`src/design/rpl_pkg.sv`:
```
// shared constants and preset tables for the rf protocol preset loader
package rpl_pkg;

  // ***************************************************************
  // sizes and protocol selection codes
  // ***************************************************************
  localparam int         PROT_REGS = 24;
  localparam int         ANT_REGS  = 18;
  localparam int         EE_AW     = 16;
  localparam logic [1:0] PROT_A106 = 2'h0;
  localparam logic [1:0] PROT_A212 = 2'h1;
  localparam logic [1:0] PROT_A424 = 2'h2;
  localparam logic [1:0] PROT_A848 = 2'h3;

  // ***************************************************************
  // register map of the rf configuration space
  // ***************************************************************
  localparam logic [7:0] PROT_REG_BASE = 8'h10;
  localparam logic [4:0] PROT_LAST_IDX = 5'h17;
  localparam logic [7:0] ANT_REG_FIRST = 8'h28;
  localparam logic [7:0] ANT_REG_LAST  = 8'h39;

  // offsets inside the protocol block
  localparam logic [7:0] IDX_TX_DATA_CONFIG      = 8'h02;
  localparam logic [7:0] IDX_TX_SYMBOL_FREQUENCY = 8'h04;
  localparam logic [7:0] IDX_RX_BIT_MODULATION   = 8'h10;
  localparam logic [7:0] IDX_RX_SYNC_VALUE_LOW   = 8'h13;
  localparam logic [7:0] IDX_RX_MODE_CONFIG      = 8'h15;

  // ***************************************************************
  // eeprom layout
  // ***************************************************************
  localparam logic [7:0]  EE_BLANK = 8'h00;
  localparam logic [15:0] ANT_EE_BASE [4] = '{16'h00C0, 16'h00D4, 16'h00E8, 16'h0100};

  // ***************************************************************
  // fixed protocol tables, one row per bit rate
  // ***************************************************************
  localparam logic [7:0] PROT_TAB [4][24] = '{
    '{8'h20, 8'h00, 8'h04, 8'h50, 8'h40, 8'h00, 8'h00, 8'h00, 8'h00, 8'h00, 8'h00, 8'h00,
      8'h00, 8'h00, 8'h00, 8'h50, 8'h02, 8'h00, 8'h00, 8'h01, 8'h00, 8'h08, 8'h80, 8'hB2},
    '{8'h20, 8'h00, 8'h05, 8'h50, 8'h50, 8'h00, 8'h00, 8'h00, 8'h00, 8'h00, 8'h00, 8'h00,
      8'h00, 8'h00, 8'h00, 8'h50, 8'h22, 8'h00, 8'h00, 8'h00, 8'h00, 8'h0D, 8'h80, 8'hB2},
    '{8'h20, 8'h00, 8'h06, 8'h50, 8'h60, 8'h00, 8'h00, 8'h00, 8'h00, 8'h00, 8'h00, 8'h00,
      8'h00, 8'h00, 8'h00, 8'h50, 8'h22, 8'h00, 8'h00, 8'h00, 8'h00, 8'h0D, 8'h80, 8'hB2},
    '{8'h20, 8'h00, 8'h07, 8'h50, 8'h70, 8'h00, 8'h00, 8'h00, 8'h00, 8'h00, 8'h00, 8'h00,
      8'h00, 8'h00, 8'h00, 8'h50, 8'h22, 8'h00, 8'h00, 8'h00, 8'h00, 8'h0D, 8'h80, 8'hB2}};

  // ***************************************************************
  // factory antenna presets, driver_mode first, tx_amplitude second
  // ***************************************************************
  localparam logic [7:0] ANT_TAB [4][18] = '{
    '{8'h8E, 8'h12, 8'h39, 8'h0A, 8'h18, 8'h18, 8'h0F, 8'h21, 8'h00,
      8'hC0, 8'h12, 8'hCF, 8'h00, 8'h04, 8'h90, 8'h5C, 8'h12, 8'h0A},
    '{8'h8E, 8'hD2, 8'h11, 8'h0A, 8'h18, 8'h18, 8'h0F, 8'h10, 8'h00,
      8'hC0, 8'h12, 8'hCF, 8'h00, 8'h05, 8'h90, 8'h3C, 8'h12, 8'h0B},
    '{8'h8F, 8'hDE, 8'h11, 8'h0F, 8'h18, 8'h18, 8'h0F, 8'h07, 8'h00,
      8'hC0, 8'h12, 8'hCF, 8'h00, 8'h06, 8'h90, 8'h2B, 8'h12, 8'h0B},
    '{8'h8F, 8'hDB, 8'h21, 8'h0F, 8'h18, 8'h18, 8'h0F, 8'h02, 8'h00,
      8'hC0, 8'h12, 8'hCF, 8'h00, 8'h07, 8'h90, 8'h3A, 8'h12, 8'h0B}};

endpackage

```
`src/design/rpl_protocol_table.sv`:
```
// fixed per-protocol rf register table lookup
`timescale 1ns/1ps
module rpl_protocol_table (
  // selection
  input  wire logic [1:0] prot_sel,
  input  wire logic [4:0] idx,
  // result
  output logic      [7:0] value
);

  always_comb begin
    if (idx <= rpl_pkg::PROT_LAST_IDX) begin
      value = rpl_pkg::PROT_TAB[prot_sel][idx];
    end else begin
      value = rpl_pkg::EE_BLANK;
    end
  end

endmodule

```
`src/design/rpl_preset_eeprom.sv`:
```
// user eeprom image holding factory antenna presets, one cycle read latency
`timescale 1ns/1ps
module rpl_preset_eeprom (
  // clock and reset
  input  wire logic        clk_sys,
  input  wire logic        sys_rst,
  // read port
  input  wire logic        rd_en,
  input  wire logic [15:0] rd_addr,
  output logic      [7:0]  rd_data_r
);

  logic [7:0]  rd_data_nxt;
  logic [15:0] off;

  // ***************************************************************
  // address decode over the preset blocks
  // ***************************************************************
  // only the preset blocks are modelled; any other byte reads blank
  always_comb begin
    rd_data_nxt = rd_data_r;
    off         = 16'h0000;
    if (rd_en) begin
      rd_data_nxt = rpl_pkg::EE_BLANK;
      for (int b = 0; b < 4; b++) begin
        off = rd_addr - rpl_pkg::ANT_EE_BASE[b];
        if (rd_addr >= rpl_pkg::ANT_EE_BASE[b] && off < 16'(rpl_pkg::ANT_REGS)) begin
          rd_data_nxt = rpl_pkg::ANT_TAB[b][off[4:0]];
        end
      end
    end
  end

  always_ff @(posedge clk_sys) begin
    if (sys_rst) begin
      rd_data_r <= 8'h00;
    end else begin
      rd_data_r <= rd_data_nxt;
    end
  end

endmodule

```
`src/design/rpl_loader.sv`:
```
// rf protocol preset loader: protocol-load and eeprom-copy command engine
`timescale 1ns/1ps
// What this block does
// - protocol load writes the fixed table, never the antenna registers.
// - type A 212 load sets 05, 50, 22, 00 and 0D.
// - type A 424 load sets 06, 60, receive bit modulation 22, mode 0D.
// - type A 848 load sets 07, 70, receive values as at 424.
// - factory antenna presets live in eeprom and can be copied to registers.
// - antenna registers are 0x28 to 0x39, one preset block per protocol.
// - type A 106 preset at C0 to D1, driver mode 8E first.
// - type A 212 preset at D4 to E5, same register order.
// - type A 424 preset at E8 to F9, driver mode 8F.
// - type A 848 preset at 0100 to 0111, same order.
module rpl_loader (
  // clock and reset
  input  wire logic       clk_sys,
  input  wire logic       sys_rst,
  // protocol load command
  input  wire logic       rf_protocol_load_cmd,
  input  wire logic [1:0] protocol_sel,
  // eeprom copy command
  input  wire logic       eeprom_to_register_copy_cmd,
  input  wire logic [15:0] copy_ee_addr,
  input  wire logic [7:0] copy_reg_addr,
  input  wire logic [7:0] copy_count,
  // status
  output logic            busy,
  output logic            done,
  // rf configuration register write port
  output logic            cfg_wr_en,
  output logic      [7:0] cfg_wr_addr,
  output logic      [7:0] cfg_wr_data
);

  // ***************************************************************
  // state
  // ***************************************************************
  typedef enum logic [1:0] {
    ST_IDLE,
    ST_PLOAD,
    ST_ERD,
    ST_EWR
  } rpl_state_t;

  rpl_state_t  state_r;
  rpl_state_t  state_nxt;
  logic [4:0]  idx_r;
  logic [4:0]  idx_nxt;
  logic [1:0]  prot_r;
  logic [1:0]  prot_nxt;
  logic [15:0] ee_ptr_r;
  logic [15:0] ee_ptr_nxt;
  logic [7:0]  reg_ptr_r;
  logic [7:0]  reg_ptr_nxt;
  logic [7:0]  remain_r;
  logic [7:0]  remain_nxt;
  logic        wr_en_r;
  logic        wr_en_nxt;
  logic [7:0]  wr_addr_r;
  logic [7:0]  wr_addr_nxt;
  logic [7:0]  wr_data_r;
  logic [7:0]  wr_data_nxt;
  logic        wr_pl_r;
  logic        wr_pl_nxt;
  logic        done_r;
  logic        done_nxt;

  logic [7:0]  tab_value;
  logic [7:0]  ee_rdata;
  logic        ee_rd_en;
  logic        pl_go;
  logic        cp_go;

  // ***************************************************************
  // table and eeprom
  // ***************************************************************
  rpl_protocol_table u_table (
    .prot_sel (prot_r),
    .idx      (idx_r),
    .value    (tab_value)
  );

  rpl_preset_eeprom u_eeprom (
    .clk_sys   (clk_sys),
    .sys_rst   (sys_rst),
    .rd_en     (ee_rd_en),
    .rd_addr   (ee_ptr_r),
    .rd_data_r (ee_rdata)
  );

  // ***************************************************************
  // command acceptance
  // ***************************************************************
  // commands are taken only when idle; a load beats a copy in the same cycle
  assign pl_go    = (state_r == ST_IDLE) && rf_protocol_load_cmd;
  assign cp_go    = (state_r == ST_IDLE) && eeprom_to_register_copy_cmd && !rf_protocol_load_cmd;
  assign ee_rd_en = (state_r == ST_ERD);
  assign busy     = (state_r != ST_IDLE);

  // ***************************************************************
  // sequencer
  // ***************************************************************
  always_comb begin
    state_nxt   = state_r;
    idx_nxt     = idx_r;
    prot_nxt    = prot_r;
    ee_ptr_nxt  = ee_ptr_r;
    reg_ptr_nxt = reg_ptr_r;
    remain_nxt  = remain_r;
    wr_en_nxt   = 1'b0;
    wr_addr_nxt = wr_addr_r;
    wr_data_nxt = wr_data_r;
    wr_pl_nxt   = wr_pl_r;
    done_nxt    = 1'b0;
    case (state_r)
      ST_IDLE: begin
        if (pl_go) begin
          prot_nxt  = protocol_sel;
          idx_nxt   = 5'h00;
          state_nxt = ST_PLOAD;
        end else if (cp_go) begin
          ee_ptr_nxt  = copy_ee_addr;
          reg_ptr_nxt = copy_reg_addr;
          remain_nxt  = copy_count;
          // an empty copy finishes at once rather than hang
          if (copy_count == 8'h00) begin
            done_nxt = 1'b1;
          end else begin
            state_nxt = ST_ERD;
          end
        end
      end
      ST_PLOAD: begin
        // the table block sits below the antenna range, so it never reaches it
        wr_en_nxt   = 1'b1;
        wr_pl_nxt   = 1'b1;
        wr_addr_nxt = rpl_pkg::PROT_REG_BASE + {3'b000, idx_r};
        wr_data_nxt = tab_value;
        idx_nxt     = idx_r + 5'h01;
        if (idx_r == rpl_pkg::PROT_LAST_IDX) begin
          state_nxt = ST_IDLE;
          done_nxt  = 1'b1;
        end
      end
      ST_ERD: begin
        state_nxt = ST_EWR;
      end
      ST_EWR: begin
        wr_en_nxt   = 1'b1;
        wr_pl_nxt   = 1'b0;
        wr_addr_nxt = reg_ptr_r;
        wr_data_nxt = ee_rdata;
        ee_ptr_nxt  = ee_ptr_r + 16'h0001;
        reg_ptr_nxt = reg_ptr_r + 8'h01;
        remain_nxt  = remain_r - 8'h01;
        if (remain_r == 8'h01) begin
          state_nxt = ST_IDLE;
          done_nxt  = 1'b1;
        end else begin
          state_nxt = ST_ERD;
        end
      end
      default: begin
        state_nxt = ST_IDLE;
      end
    endcase
  end

  always_ff @(posedge clk_sys) begin
    if (sys_rst) begin
      state_r   <= ST_IDLE;
      idx_r     <= 5'h00;
      prot_r    <= rpl_pkg::PROT_A106;
      ee_ptr_r  <= 16'h0000;
      reg_ptr_r <= 8'h00;
      remain_r  <= 8'h00;
      wr_en_r   <= 1'b0;
      wr_addr_r <= 8'h00;
      wr_data_r <= 8'h00;
      wr_pl_r   <= 1'b0;
      done_r    <= 1'b0;
    end else begin
      state_r   <= state_nxt;
      idx_r     <= idx_nxt;
      prot_r    <= prot_nxt;
      ee_ptr_r  <= ee_ptr_nxt;
      reg_ptr_r <= reg_ptr_nxt;
      remain_r  <= remain_nxt;
      wr_en_r   <= wr_en_nxt;
      wr_addr_r <= wr_addr_nxt;
      wr_data_r <= wr_data_nxt;
      wr_pl_r   <= wr_pl_nxt;
      done_r    <= done_nxt;
    end
  end

  assign cfg_wr_en   = wr_en_r;
  assign cfg_wr_addr = wr_addr_r;
  assign cfg_wr_data = wr_data_r;
  assign done        = done_r;

  // ***************************************************************
  // checks
  // ***************************************************************
  logic       pl_wr;
  logic [7:0] pl_off;

  assign pl_wr  = cfg_wr_en && wr_pl_r;
  assign pl_off = cfg_wr_addr - rpl_pkg::PROT_REG_BASE;
endmodule

```
`config.mk`:
```
export PLATFORM = sky130hd
export DESIGN_NAME = rpl_loader
export DESIGN_NICKNAME = d
export VERILOG_FILES = /design/src/design/rpl_pkg.sv /design/src/design/rpl_protocol_table.sv /design/src/design/rpl_preset_eeprom.sv /design/src/design/rpl_loader.sv
export SDC_FILE = /design/constraint.sdc
export NUM_CORES = 1
export LEC_CHECK = 0
export ABC_AREA = 1
export BUFFER_PORTS_ARGS = -buffer_cell sky130_fd_sc_hd__buf_2
export CORE_ASPECT_RATIO = 1.1
export CORE_MARGIN = 2
export CORE_UTILIZATION = 35
export DETAILED_ROUTE_END_ITERATION = 10
export HOLD_SLACK_MARGIN = 0.12
export SYNTH_ARGS = -nofsm -noshare
export SYNTH_HDL_FRONTEND = slang
export SYNTH_HIERARCHICAL = 1
export SYNTH_SLANG_ARGS = --single-unit
```
`constraint.sdc`:
```
create_clock -name clk_sys -period 2.65 [get_ports clk_sys]
set_clock_uncertainty 0.05 [all_clocks]
set_input_delay 0.265 -clock clk_sys [delete_from_list [all_inputs] [get_ports clk_sys]]
set_output_delay 0.265 -clock clk_sys [all_outputs]
set_load 0.01 [all_outputs]
```
# [Yosys cells after proc, flatten, opt, wreduce, memory -nomap -nowiden]
# Memory sizes are Yosys's and may differ from the RTL's.
# Cells that the tools add are included.
[word_totals] reg_bits=67 romBits=1024 in_bits=38 out_inout_bits=19 mem_count=4
[mem_list] memory="(no name shown)" depth=32 width=8 rd=1 rd_ports_with_merged_regs=0 write_ports=0 line="rpl_preset_eeprom.sv:28" source="rd_data_nxt = rpl_pkg::ANT_TAB[b][off[4:0]];"
[mem_list] memory="(no name shown)" depth=32 width=8 rd=1 rd_ports_with_merged_regs=0 write_ports=0 line="rpl_preset_eeprom.sv:28"
[mem_list] memory="(no name shown)" depth=32 width=8 rd=1 rd_ports_with_merged_regs=0 write_ports=0 line="rpl_preset_eeprom.sv:28"
[mem_list] memory="(no name shown)" depth=32 width=8 rd=1 rd_ports_with_merged_regs=0 write_ports=0 line="rpl_preset_eeprom.sv:28"
[op_classes] addsub=9 n_lt_le_gt_ge=15 eq_ne=11 muxes=45 bitwise_logic=6 n_reduce_logical=19
[ops] op="192-bit binary-select mux with 2-bit select" n=1
[ops] op="192-bit 2-to-1 mux" n=2
[ops] op="8-bit 2-to-1 mux" n=19
[ops] op="16-bit by 5-bit < comparator with 1-bit output (second input constant)" n=4
[ops] op="8-bit one-hot mux with 2 select lines" n=4
[ops] op="16-bit by 8-bit >= comparator with 1-bit output (second input constant)" n=3
[ops] op="16-bit by 8-bit subtractor with 16-bit output (second input constant)" n=3
[ops] op="8-bit binary-select mux with 5-bit select" n=1
[ops] op="16-bit 2-to-1 mux" n=2
[ops] op="16-bit one-hot mux with 2 select lines" n=1
[ops] op="6-bit >= comparator (second input constant)" n=5
[ops] op="5-bit NOT with 6-bit output" n=5
[ops] op="16-bit by 1-bit adder with 16-bit output (second input constant)" n=1
[ops] op="16-bit by 9-bit >= comparator with 1-bit output (second input constant)" n=1
[ops] op="16-bit by 9-bit subtractor with 16-bit output (second input constant)" n=1
[ops] op="2-bit 2-to-1 mux" n=5
[ops] op="5-bit one-hot mux with 2 select lines" n=1
[ops] op="8-bit by 1-bit adder with 8-bit output (second input constant)" n=1
[ops] op="8-bit by 1-bit equality test with 1-bit output (second input constant)" n=1
[ops] op="8-bit zero test" n=1
[ops] op="2-bit inequality test (second input constant)" n=4
[ops] op="2-bit one-hot mux with 4 select lines" n=1
[ops] op="2-bit nonzero test" n=4
[ops] op="8-bit by 1-bit subtractor with 8-bit output (second input constant)" n=1
[ops] op="18 further kinds" n=33

# [Logic depth before layout (Yosys ltp)]
# Gate-level depths: netlist (run 1).
[depth] ltp_word=9 ltp_mapped=18 mapped_depth_nobuf=17

# [Modules after synthesis]
# The synthesis (run 1) kept the hierarchy.
[modules_own_cells] module="rpl_loader" instances=1 cells_per_inst=493 area_each_um2=3170.5 seq_area_each_um2=1181.1
[modules_own_cells] module="rpl_preset_eeprom" instances=1 cells_per_inst=447 area_each_um2=2372.3 seq_area_each_um2=160.2
[modules_own_cells] module="rpl_protocol_table" instances=1 cells_per_inst=45 area_each_um2=197.7 seq_area_each_um2=0.0

# [Worst setup path after synthesis (run 1)]
# OpenSTA, ideal clock, no wires.
[synth_timing] path_type="flip-flop to flip-flop" startpoint="register ee_ptr_r[2]" endpoint="register u_eeprom.rd_data_r[4]" setup_ps=70 arrival_ps=2254 t_required_ps=2530 setup_slack_ps=276 path_stages_with_launch=17 n_path_buf=1 period_less_slack_ps=2374 path_cell_list="dfxtp_1 -> buf_2 -> clkinv_1 -> ha_1 -> inv_1 -> nand2_1 -> nand2_1 -> nand2_2 -> nand2_1 -> nand3_1 -> nor2_4 -> nand3_4 -> o21ai_0 -> nand3_1 -> nand2_1 -> nand2_1 -> a21oi_1"
[synth_between] elab_chain_len=9 elab_cells_between_ends=36
[synth_rtl] element="start, declared" line="rpl_loader.sv:51" source="logic [15:0] ee_ptr_r;"
[synth_rtl] element="start signal, assigned" line="rpl_loader.sv:186" source="ee_ptr_r <= ee_ptr_nxt;"
[synth_rtl] element="16-bit by 8-bit subtractor with 16-bit output" line="rpl_preset_eeprom.sv:26" source="off = rd_addr - rpl_pkg::ANT_EE_BASE[b];"
[synth_rtl] element="5-bit NOT with 6-bit output (implied by the code)" line="rpl_preset_eeprom.sv:28"
[synth_rtl] element="memory read 32 x 8 bit"
[synth_rtl] element="8-bit 2-to-1 mux (implied by the code) (2 in a row)" line="rpl_preset_eeprom.sv:28"
[synth_rtl] element="8-bit 2-to-1 mux (3 in a row)" line="rpl_preset_eeprom.sv:27" source="if (rd_addr >= rpl_pkg::ANT_EE_BASE[b] && off < 16'(rpl_pkg::ANT_REGS)) begin"
[synth_rtl] element="8-bit 2-to-1 mux (*)" line="rpl_preset_eeprom.sv:27"
[synth_rtl] element="end signal, assigned" line="rpl_preset_eeprom.sv:38" source="rd_data_r <= rd_data_nxt;"
[synth_rtl] element="end, declared" line="rpl_preset_eeprom.sv:10" source="output logic [7:0] rd_data_r"
# Every way passes the cells marked *; elsewhere a longest branch is shown, timed or not. The select of a mux whose other input is x is not followed.
# A chain may end at the register's enable or synchronous reset.

# [Worst setup path in the final report (run 1)]
# Ends and elaborated chain as after synthesis.

==> results of run 1 <==
[through the flow]
| stage | instance area, sq um | worst slack (ns) |
|---|---|---|
| 3_3_place_gp | 6350 | 0.348 |
| 6_report | 6710 | 0.318 |
| 2_1_floorplan | 5740 | 0.276 |
| 4_1_cts | 6700 | 0.289 |
| 3_5_place_dp | 6350 | 0.294 |
| 5_1_grt | 6710 | 0.0326 |
[worst reg2reg max path: cells and delay by family (launching register included)]
family	cells	cell delay [ns]
flops	1	0.37
fa+ha+maj	1	0.27
compound gates	2	0.20
simple gates	10	1.11
buf+inv	2	0.26
[cell families (layout without fill, tap and decap cells)]
kind of cell / count (synthesis) / count (layout) / share of synthesized area (%)
xor+xnor: 10 / 10 / 1.53
buf+inv: 156 / 234 / 11.1
simple gates: 566 / 566 / 43.5
compound gates: 168 / 168 / 16.5
fa+ha+maj: 18 / 18 / 3.92
flops: 67 / 67 / 23.4
[per-layer routing]
| metal | part of all wire, % | vias to the layer above | track usage [%] |
|---|---|---|---|
| li1 | - | 3368 | - |
| met1 | 45 | 2929 | 28.3 |
| met2 | 45 | 270 | 33.9 |
| met3 | 6.3 | 51 | 3.17 |
| met4 | 3.8 | 0 | 10.2 |
| met5 | 0 | - | 0 |
[area by class of cell]
cell class                 count  area, sq um  share of cell area, %
clock buffer                   9          225                   3.36
clock inverter                 7          100                   1.49
inverter                     130          495                   7.39
multi-input combinational    762         3760                   56.1
sequential                    67         1340                   20.0
tap                          204          255                   3.81
timing repair buffer          88          528                   7.87
[power by group through the flow]
| stage | Sequential, mW | Combinational [mW] | Clock [mW] |
|---|---|---|---|
| 5_1_grt | 1.15 | 1.07 | 1.38 |
| 6_report | 1.14 | 0.948 | 1.31 |
| 2_1_floorplan | 1.16 | 0.648 | 0 |
| 3_3_place_gp | 1.16 | 0.936 | 0 |
| 4_1_cts | 1.14 | 0.931 | 1.34 |
| 3_5_place_dp | 1.16 | 0.923 | 0 |
[cell usage in the layout (no fill, tap or decap), drive strengths merged, types with 2 or more instances in the layout]
master	count
o22ai	5
xor2	10
bufinv	2
a211oi	4
clkbuf	9
o31ai	2
nor2	134
o221ai	4
o21ai	64
nand2	294
a31oi	9
inv	129
ha	18
buf	85
o211ai	14
or2	4
nor4	4
dlygate4sd3	3
clkinv	5
nand3	93
nand3b	2
nand4	23
dfxtp	67
a21oi	61
nor3	11
[timing repair]
| action | in CTS | in global routing |
|---|---|---|
| endpoints found under the hold margin | 3 | 0 |
| hold buffers | 3 | 0 |
| gates resized for setup | 0 | 1 |
| setup endpoints to repair | 0 | 2 |
[final timing paths]
check                                            end  cells past startpoint  slack [ns]
hold / removal             reg_ptr_r[1]$_SDFFE_PP0P_                      3        0.14
setup / recovery  u_eeprom/rd_data_r[4]$_SDFFE_PP0P_                     15        0.32
setup reg to reg  u_eeprom/rd_data_r[4]$_SDFFE_PP0P_                     15        0.32
hold reg to reg          cfg_wr_addr[6]$_SDFFE_PP0P_                      2        0.42
[sequential cells by signal, indices dropped and copies added, names as in the netlist]
name / flops
ee_ptr_r: 16
cfg_wr_addr: 8
cfg_wr_data: 8
reg_ptr_r: 8
remain_r: 8
u_eeprom/rd_data_r: 8
idx_r: 5
prot_r: 2
state_r: 2
cfg_wr_en: 1
done: 1
==> metrics.yaml, run 1 <==
fin_crit_ns: 2.33
portBuffers: 56
start_util_pct: 35.5
gp_congestion: 1.02
areaGrowthSynthToFinish_pct: 16.8
synth_ff_type: "dfxtp_1"
ys_types: 47
syn_avg_cell_area_sq_um: 5.83
timing.final.crit_share_pct: 88.0
core_area_sq_mm: 0.0162
status: "completed"
ir_worst_vdd_v: 0.000388
synth_area_leaders: "dfxtp_1 23%, nand2_1 19%, nor2_1 8.1%, inv_1 7.8%, nand3_1 7.8%"
grt_max_degree: 34
vias: 6618
synth_top_cell_area_share_pct: 23.4
fin_total_pwr_mw: 3.40
die_area_sq_mm: 0.0174
root_buffer: "clkbuf_16"
synthesis.area_sq_mm: 0.00574
worstSetupStartpoint: "ee_ptr_r[2]$_SDFFE_PP0P_"
yosysTopAreaCell: "dfxtp_1"
clockBufferDepth: 2
min-delay-path-class: "in -> reg"
stdcell_count: 1267
drc: 0
power_frac_seq_pct: 33.6
syn_nets: 1041
grt_pass1_wl_microns: 30800
n_antenna_cell: 0
p_sw_mw: 1.19
crit_family: "simple AND/OR/NAND/NOR gates"
yosysMostFrequentCell: "nand2_1"
placedCellCount: 1248
power_frac_comb_pct: 27.9
hold_start: "copy_reg_addr[1]"
ys_ff_latch: 67
timing.rr.start: "ee_ptr_r[2]$_SDFFE_PP0P_"
clkPwrFrac_pct: 38.6
cts_sinks: 67
slowest_delay_ns: 0.37
cts_buffers: 9
die_h_microns: 138
cap_violations: 0
critPathArrivalTime_ns: 2.55
viasPerCell: 5.22
postCtsSetupRepairBufs: 0
routedWlPerCell_microns: 14.5
netlist_instances: 985
intPower_mw: 2.21
critPathMostFrequentCell: "nand2_1"
power_density_mw_per_mm2: 507
yosysSeqAreaShare_pct: 23.4
path_buf_inv: 2
drt-pass1-iter-count: 7
fmaxAchievable_mhz: 429
holdWs_ns: 0.143
finalHoldViolCount: 0
worstPathRequired_ns: 2.86
crit_type: "reg -> reg"
cts_tree: "done"
clk_pin_slew_ns: 0.06
routed_wl_microns: 18300
slowest_stage: "dfxtp_1"
slew_headroom_pct: 65.6
nets: 1114
p_leak_nw: 3.21
cp-end-kind: "flop"
worst_pin_slew_ns: 0.515
slew_viol_final: 0
switching_share_pct: 34.9
yosysWarnings: 6
fin_setup_tns_ns: 0
crit_path_cell_trace: "clkinvlp_4 -> ha_1 -> inv_1 -> nand2_1 -> nand2_1 -> nand2_2 -> nand2_1 -> nand3_1 -> nor2_4 -> nand3_4 -> o21ai_0 -> nand3_1 -> nand2_1 -> nand2_1 -> a21oi_1"
drive_above_1_share_pct: 13.3
synthArstFlopShare_pct: 0
nFillCells: 1788
antenna_found_initial: 0
synth_edf_count: 0
die_x_microns: 126
post-route-util_pct: 41.4
rsz0062_at_grt: "no"
grt_overflow: 0
start_kind: "flop"
dp_hpwl_microns: 14100
synth_commonest_cells: "283 x nand2_1, 124 x nor2_1, 120 x inv_1, 89 x nand3_1, 67 x dfxtp_1"
grt_pass1_vias: 6297
setup_viol: 0
drtIter0Drc: 627
track_usage_pct: 21.3
crit_path_max_fanout: 10
fp-row-count: 49
pin_count: 57
worstSkewPairLatency_ns: 0.34
htree_num_levels: 3
drtAntennaViolNets: 0
Power figures use the tool's default switching activity.
==> run 2, diff against run 1 <==
--- a/config.mk
+++ b/config.mk
@@ -12,6 +12,7 @@
 export CORE_UTILIZATION = 35
 export DETAILED_ROUTE_END_ITERATION = 10
 export HOLD_SLACK_MARGIN = 0.12
+export REMOVE_ABC_BUFFERS = 1
 export SYNTH_ARGS = -nofsm -noshare
 export SYNTH_HDL_FRONTEND = slang
 export SYNTH_HIERARCHICAL = 1
==> run 2 against run 1 <==
Fmax decreased by 1.7%. Sequential power about the same. First-iteration DRC count down 22%. Via count rose by 1.2%. Highest routed layer unchanged. Largest cell class unchanged. Cell area shrank 1.1%.
==> metrics.yaml, run 2 (synthesis results as in run 1) <==
status: "completed"
nets: 1108
postCtsSetupRepairBufs: 0
root_buffer: "clkbuf_16"
fp-row-count: 49
power_frac_comb_pct: 28.3
clkPwrFrac_pct: 36.8
track_usage_pct: 21.3
routedWlPerCell_microns: 15.1
postLayoutCellArea_sq_mm: 0.00663
viasPerCell: 5.31
drt-pass1-iter-count: 5
antenna_found_initial: 0
drc: 0
multi_input_area_sq_mm: 0.00376
cp-end-kind: "flop"
worstSkewPairLatency_ns: 0.33
die_h_microns: 138
core_area_sq_mm: 0.0162
start_kind: "flop"
placedCellCount: 1244
crit_path_max_fanout: 12
timing.rr.start: "ee_ptr_r[4]$_SDFFE_PP0P_"
holdWs_ns: 0.133
rsz0062_at_grt: "no"
intPower_mw: 2.13
die_area_sq_mm: 0.0174
grt_pass1_vias: 6211
n_antenna_cell: 0
timing.final.crit_share_pct: 89.5
gp_congestion: 0.928
drtIter0Drc: 488
pin_count: 57
clockBufferDepth: 2
hold_start: "protocol_sel[0]"
grt_pass1_wl_microns: 30800
ir_worst_vdd_v: 0.000421
cts_tree: "done"
min-delay-path-class: "in -> reg"
cts_buffers: 9
start_util_pct: 35.5
power_frac_seq_pct: 34.9
drive_above_1_share_pct: 12.9
routed_wl_microns: 19100
fmaxAchievable_mhz: 421
post-route-util_pct: 41.0
worst_pin_slew_ns: 0.622
dp_hpwl_microns: 14500
r2r_slack_ns: 0.28
areaGrowthSynthToFinish_pct: 15.5
finalHoldViolCount: 0
slew_headroom_pct: 58.5
cap_violations: 0
seq_area_sq_mm: 0.00134
stdcell_count: 1261
htree_num_levels: 3
cts_sinks: 67
placedInstanceArea_sq_mm: 0.00632
p_leak_nw: 3.17
slew_viol_final: 0
layout_commonest_cell: "nand2_1"
fin_crit_ns: 2.37
crit_type: "reg -> reg"
vias: 6697
drtAntennaViolNets: 0
worstSetupStartpoint: "ee_ptr_r[4]$_SDFFE_PP0P_"
final_cell_mix: "283 x nand2_1, 124 x nor2_1, 120 x inv_1"
nFillCells: 1803
switching_share_pct: 35.4
worstPathRequired_ns: 2.80
critPathArrivalTime_ns: 2.52
portBuffers: 56
fin_setup_tns_ns: 0
largest_reg_flops: 16
regMostFlops: "ee_ptr_r"
power_density_mw_per_mm2: 496
clk_pin_slew_ns: 0.06
setup_viol: 0
grt_overflow: 0
grt_max_degree: 34
p_sw_mw: 1.16
die_x_microns: 126
run 2: final timing paths:
check / endpoint / depth (start not counted)
worst min-delay path: prot_r[0]$_SDFFE_PP0P_ / 3
worst max-delay path: u_eeprom/rd_data_r[3]$_SDFFE_PP0P_ / 14
worst max register to register: u_eeprom/rd_data_r[3]$_SDFFE_PP0P_ / 14
worst min register to register: cfg_wr_addr[7]$_SDFFE_PP0P_ / 2
run 2: layout make-up:
class	count	area share [%]
clock buffers	10	3.60
clock inverters	6	0.981
inverters	130	7.41
multi-input cells	762	56.7
flip-flops and latches	67	20.2
well taps	204	3.85
repair buffers	82	7.21
run 2: critical path, cell delays in order, from the launching register on:
cell	delay, ns
dfxtp_1	0.60
inv_2	0.09
buf_4	0.19
nand2_2	0.14
nand2_2	0.09
nor2_1	0.20
nor2_1	0.11
a21oi_2	0.16
nand3_4	0.17
nor2_4	0.14
nand3_1	0.08
nand2_1	0.07
nand2_1	0.04
nand2_1	0.06
a21oi_1	0.06
run 2: through the flow:
step | setup WS (ns) | total power [mW]
detailed placement | 0.317 | 2.08
CTS | 0.308 | 3.30
global route | 0.0161 | 3.48
finish | 0.277 | 3.29
global placement | 0.317 | 2.09
floorplan | 0.00266 | 1.77
run 2: what timing repair did:
action                    4_1_cts  5_1_grt
hold endpoints to repair        1        0
hold buffers                    1        0
gates resized for setup         0        0
run 2: power by group through the flow:
| stage | clock [mW] | sequential (mW) | combinational (mW) |
|---|---|---|---|
| finish | 1.21 | 1.15 | 0.931 |
| global route | 1.28 | 1.16 | 1.04 |
| CTS | 1.23 | 1.15 | 0.919 |
| detailed placement | 0 | 1.17 | 0.913 |
| global placement | 0 | 1.17 | 0.925 |
| floorplan | 0 | 1.17 | 0.605 |
run 2: per-layer routing:
metal | up-vias | track usage (%) | part of all wire, %
met2 | 238 | 35.8 | 47
met1 | 3043 | 27.3 | 44
met5 | - | 0 | 0
li1 | 3358 | - | -
met4 | 0 | 9.20 | 4.2
met3 | 58 | 2.67 | 4.5
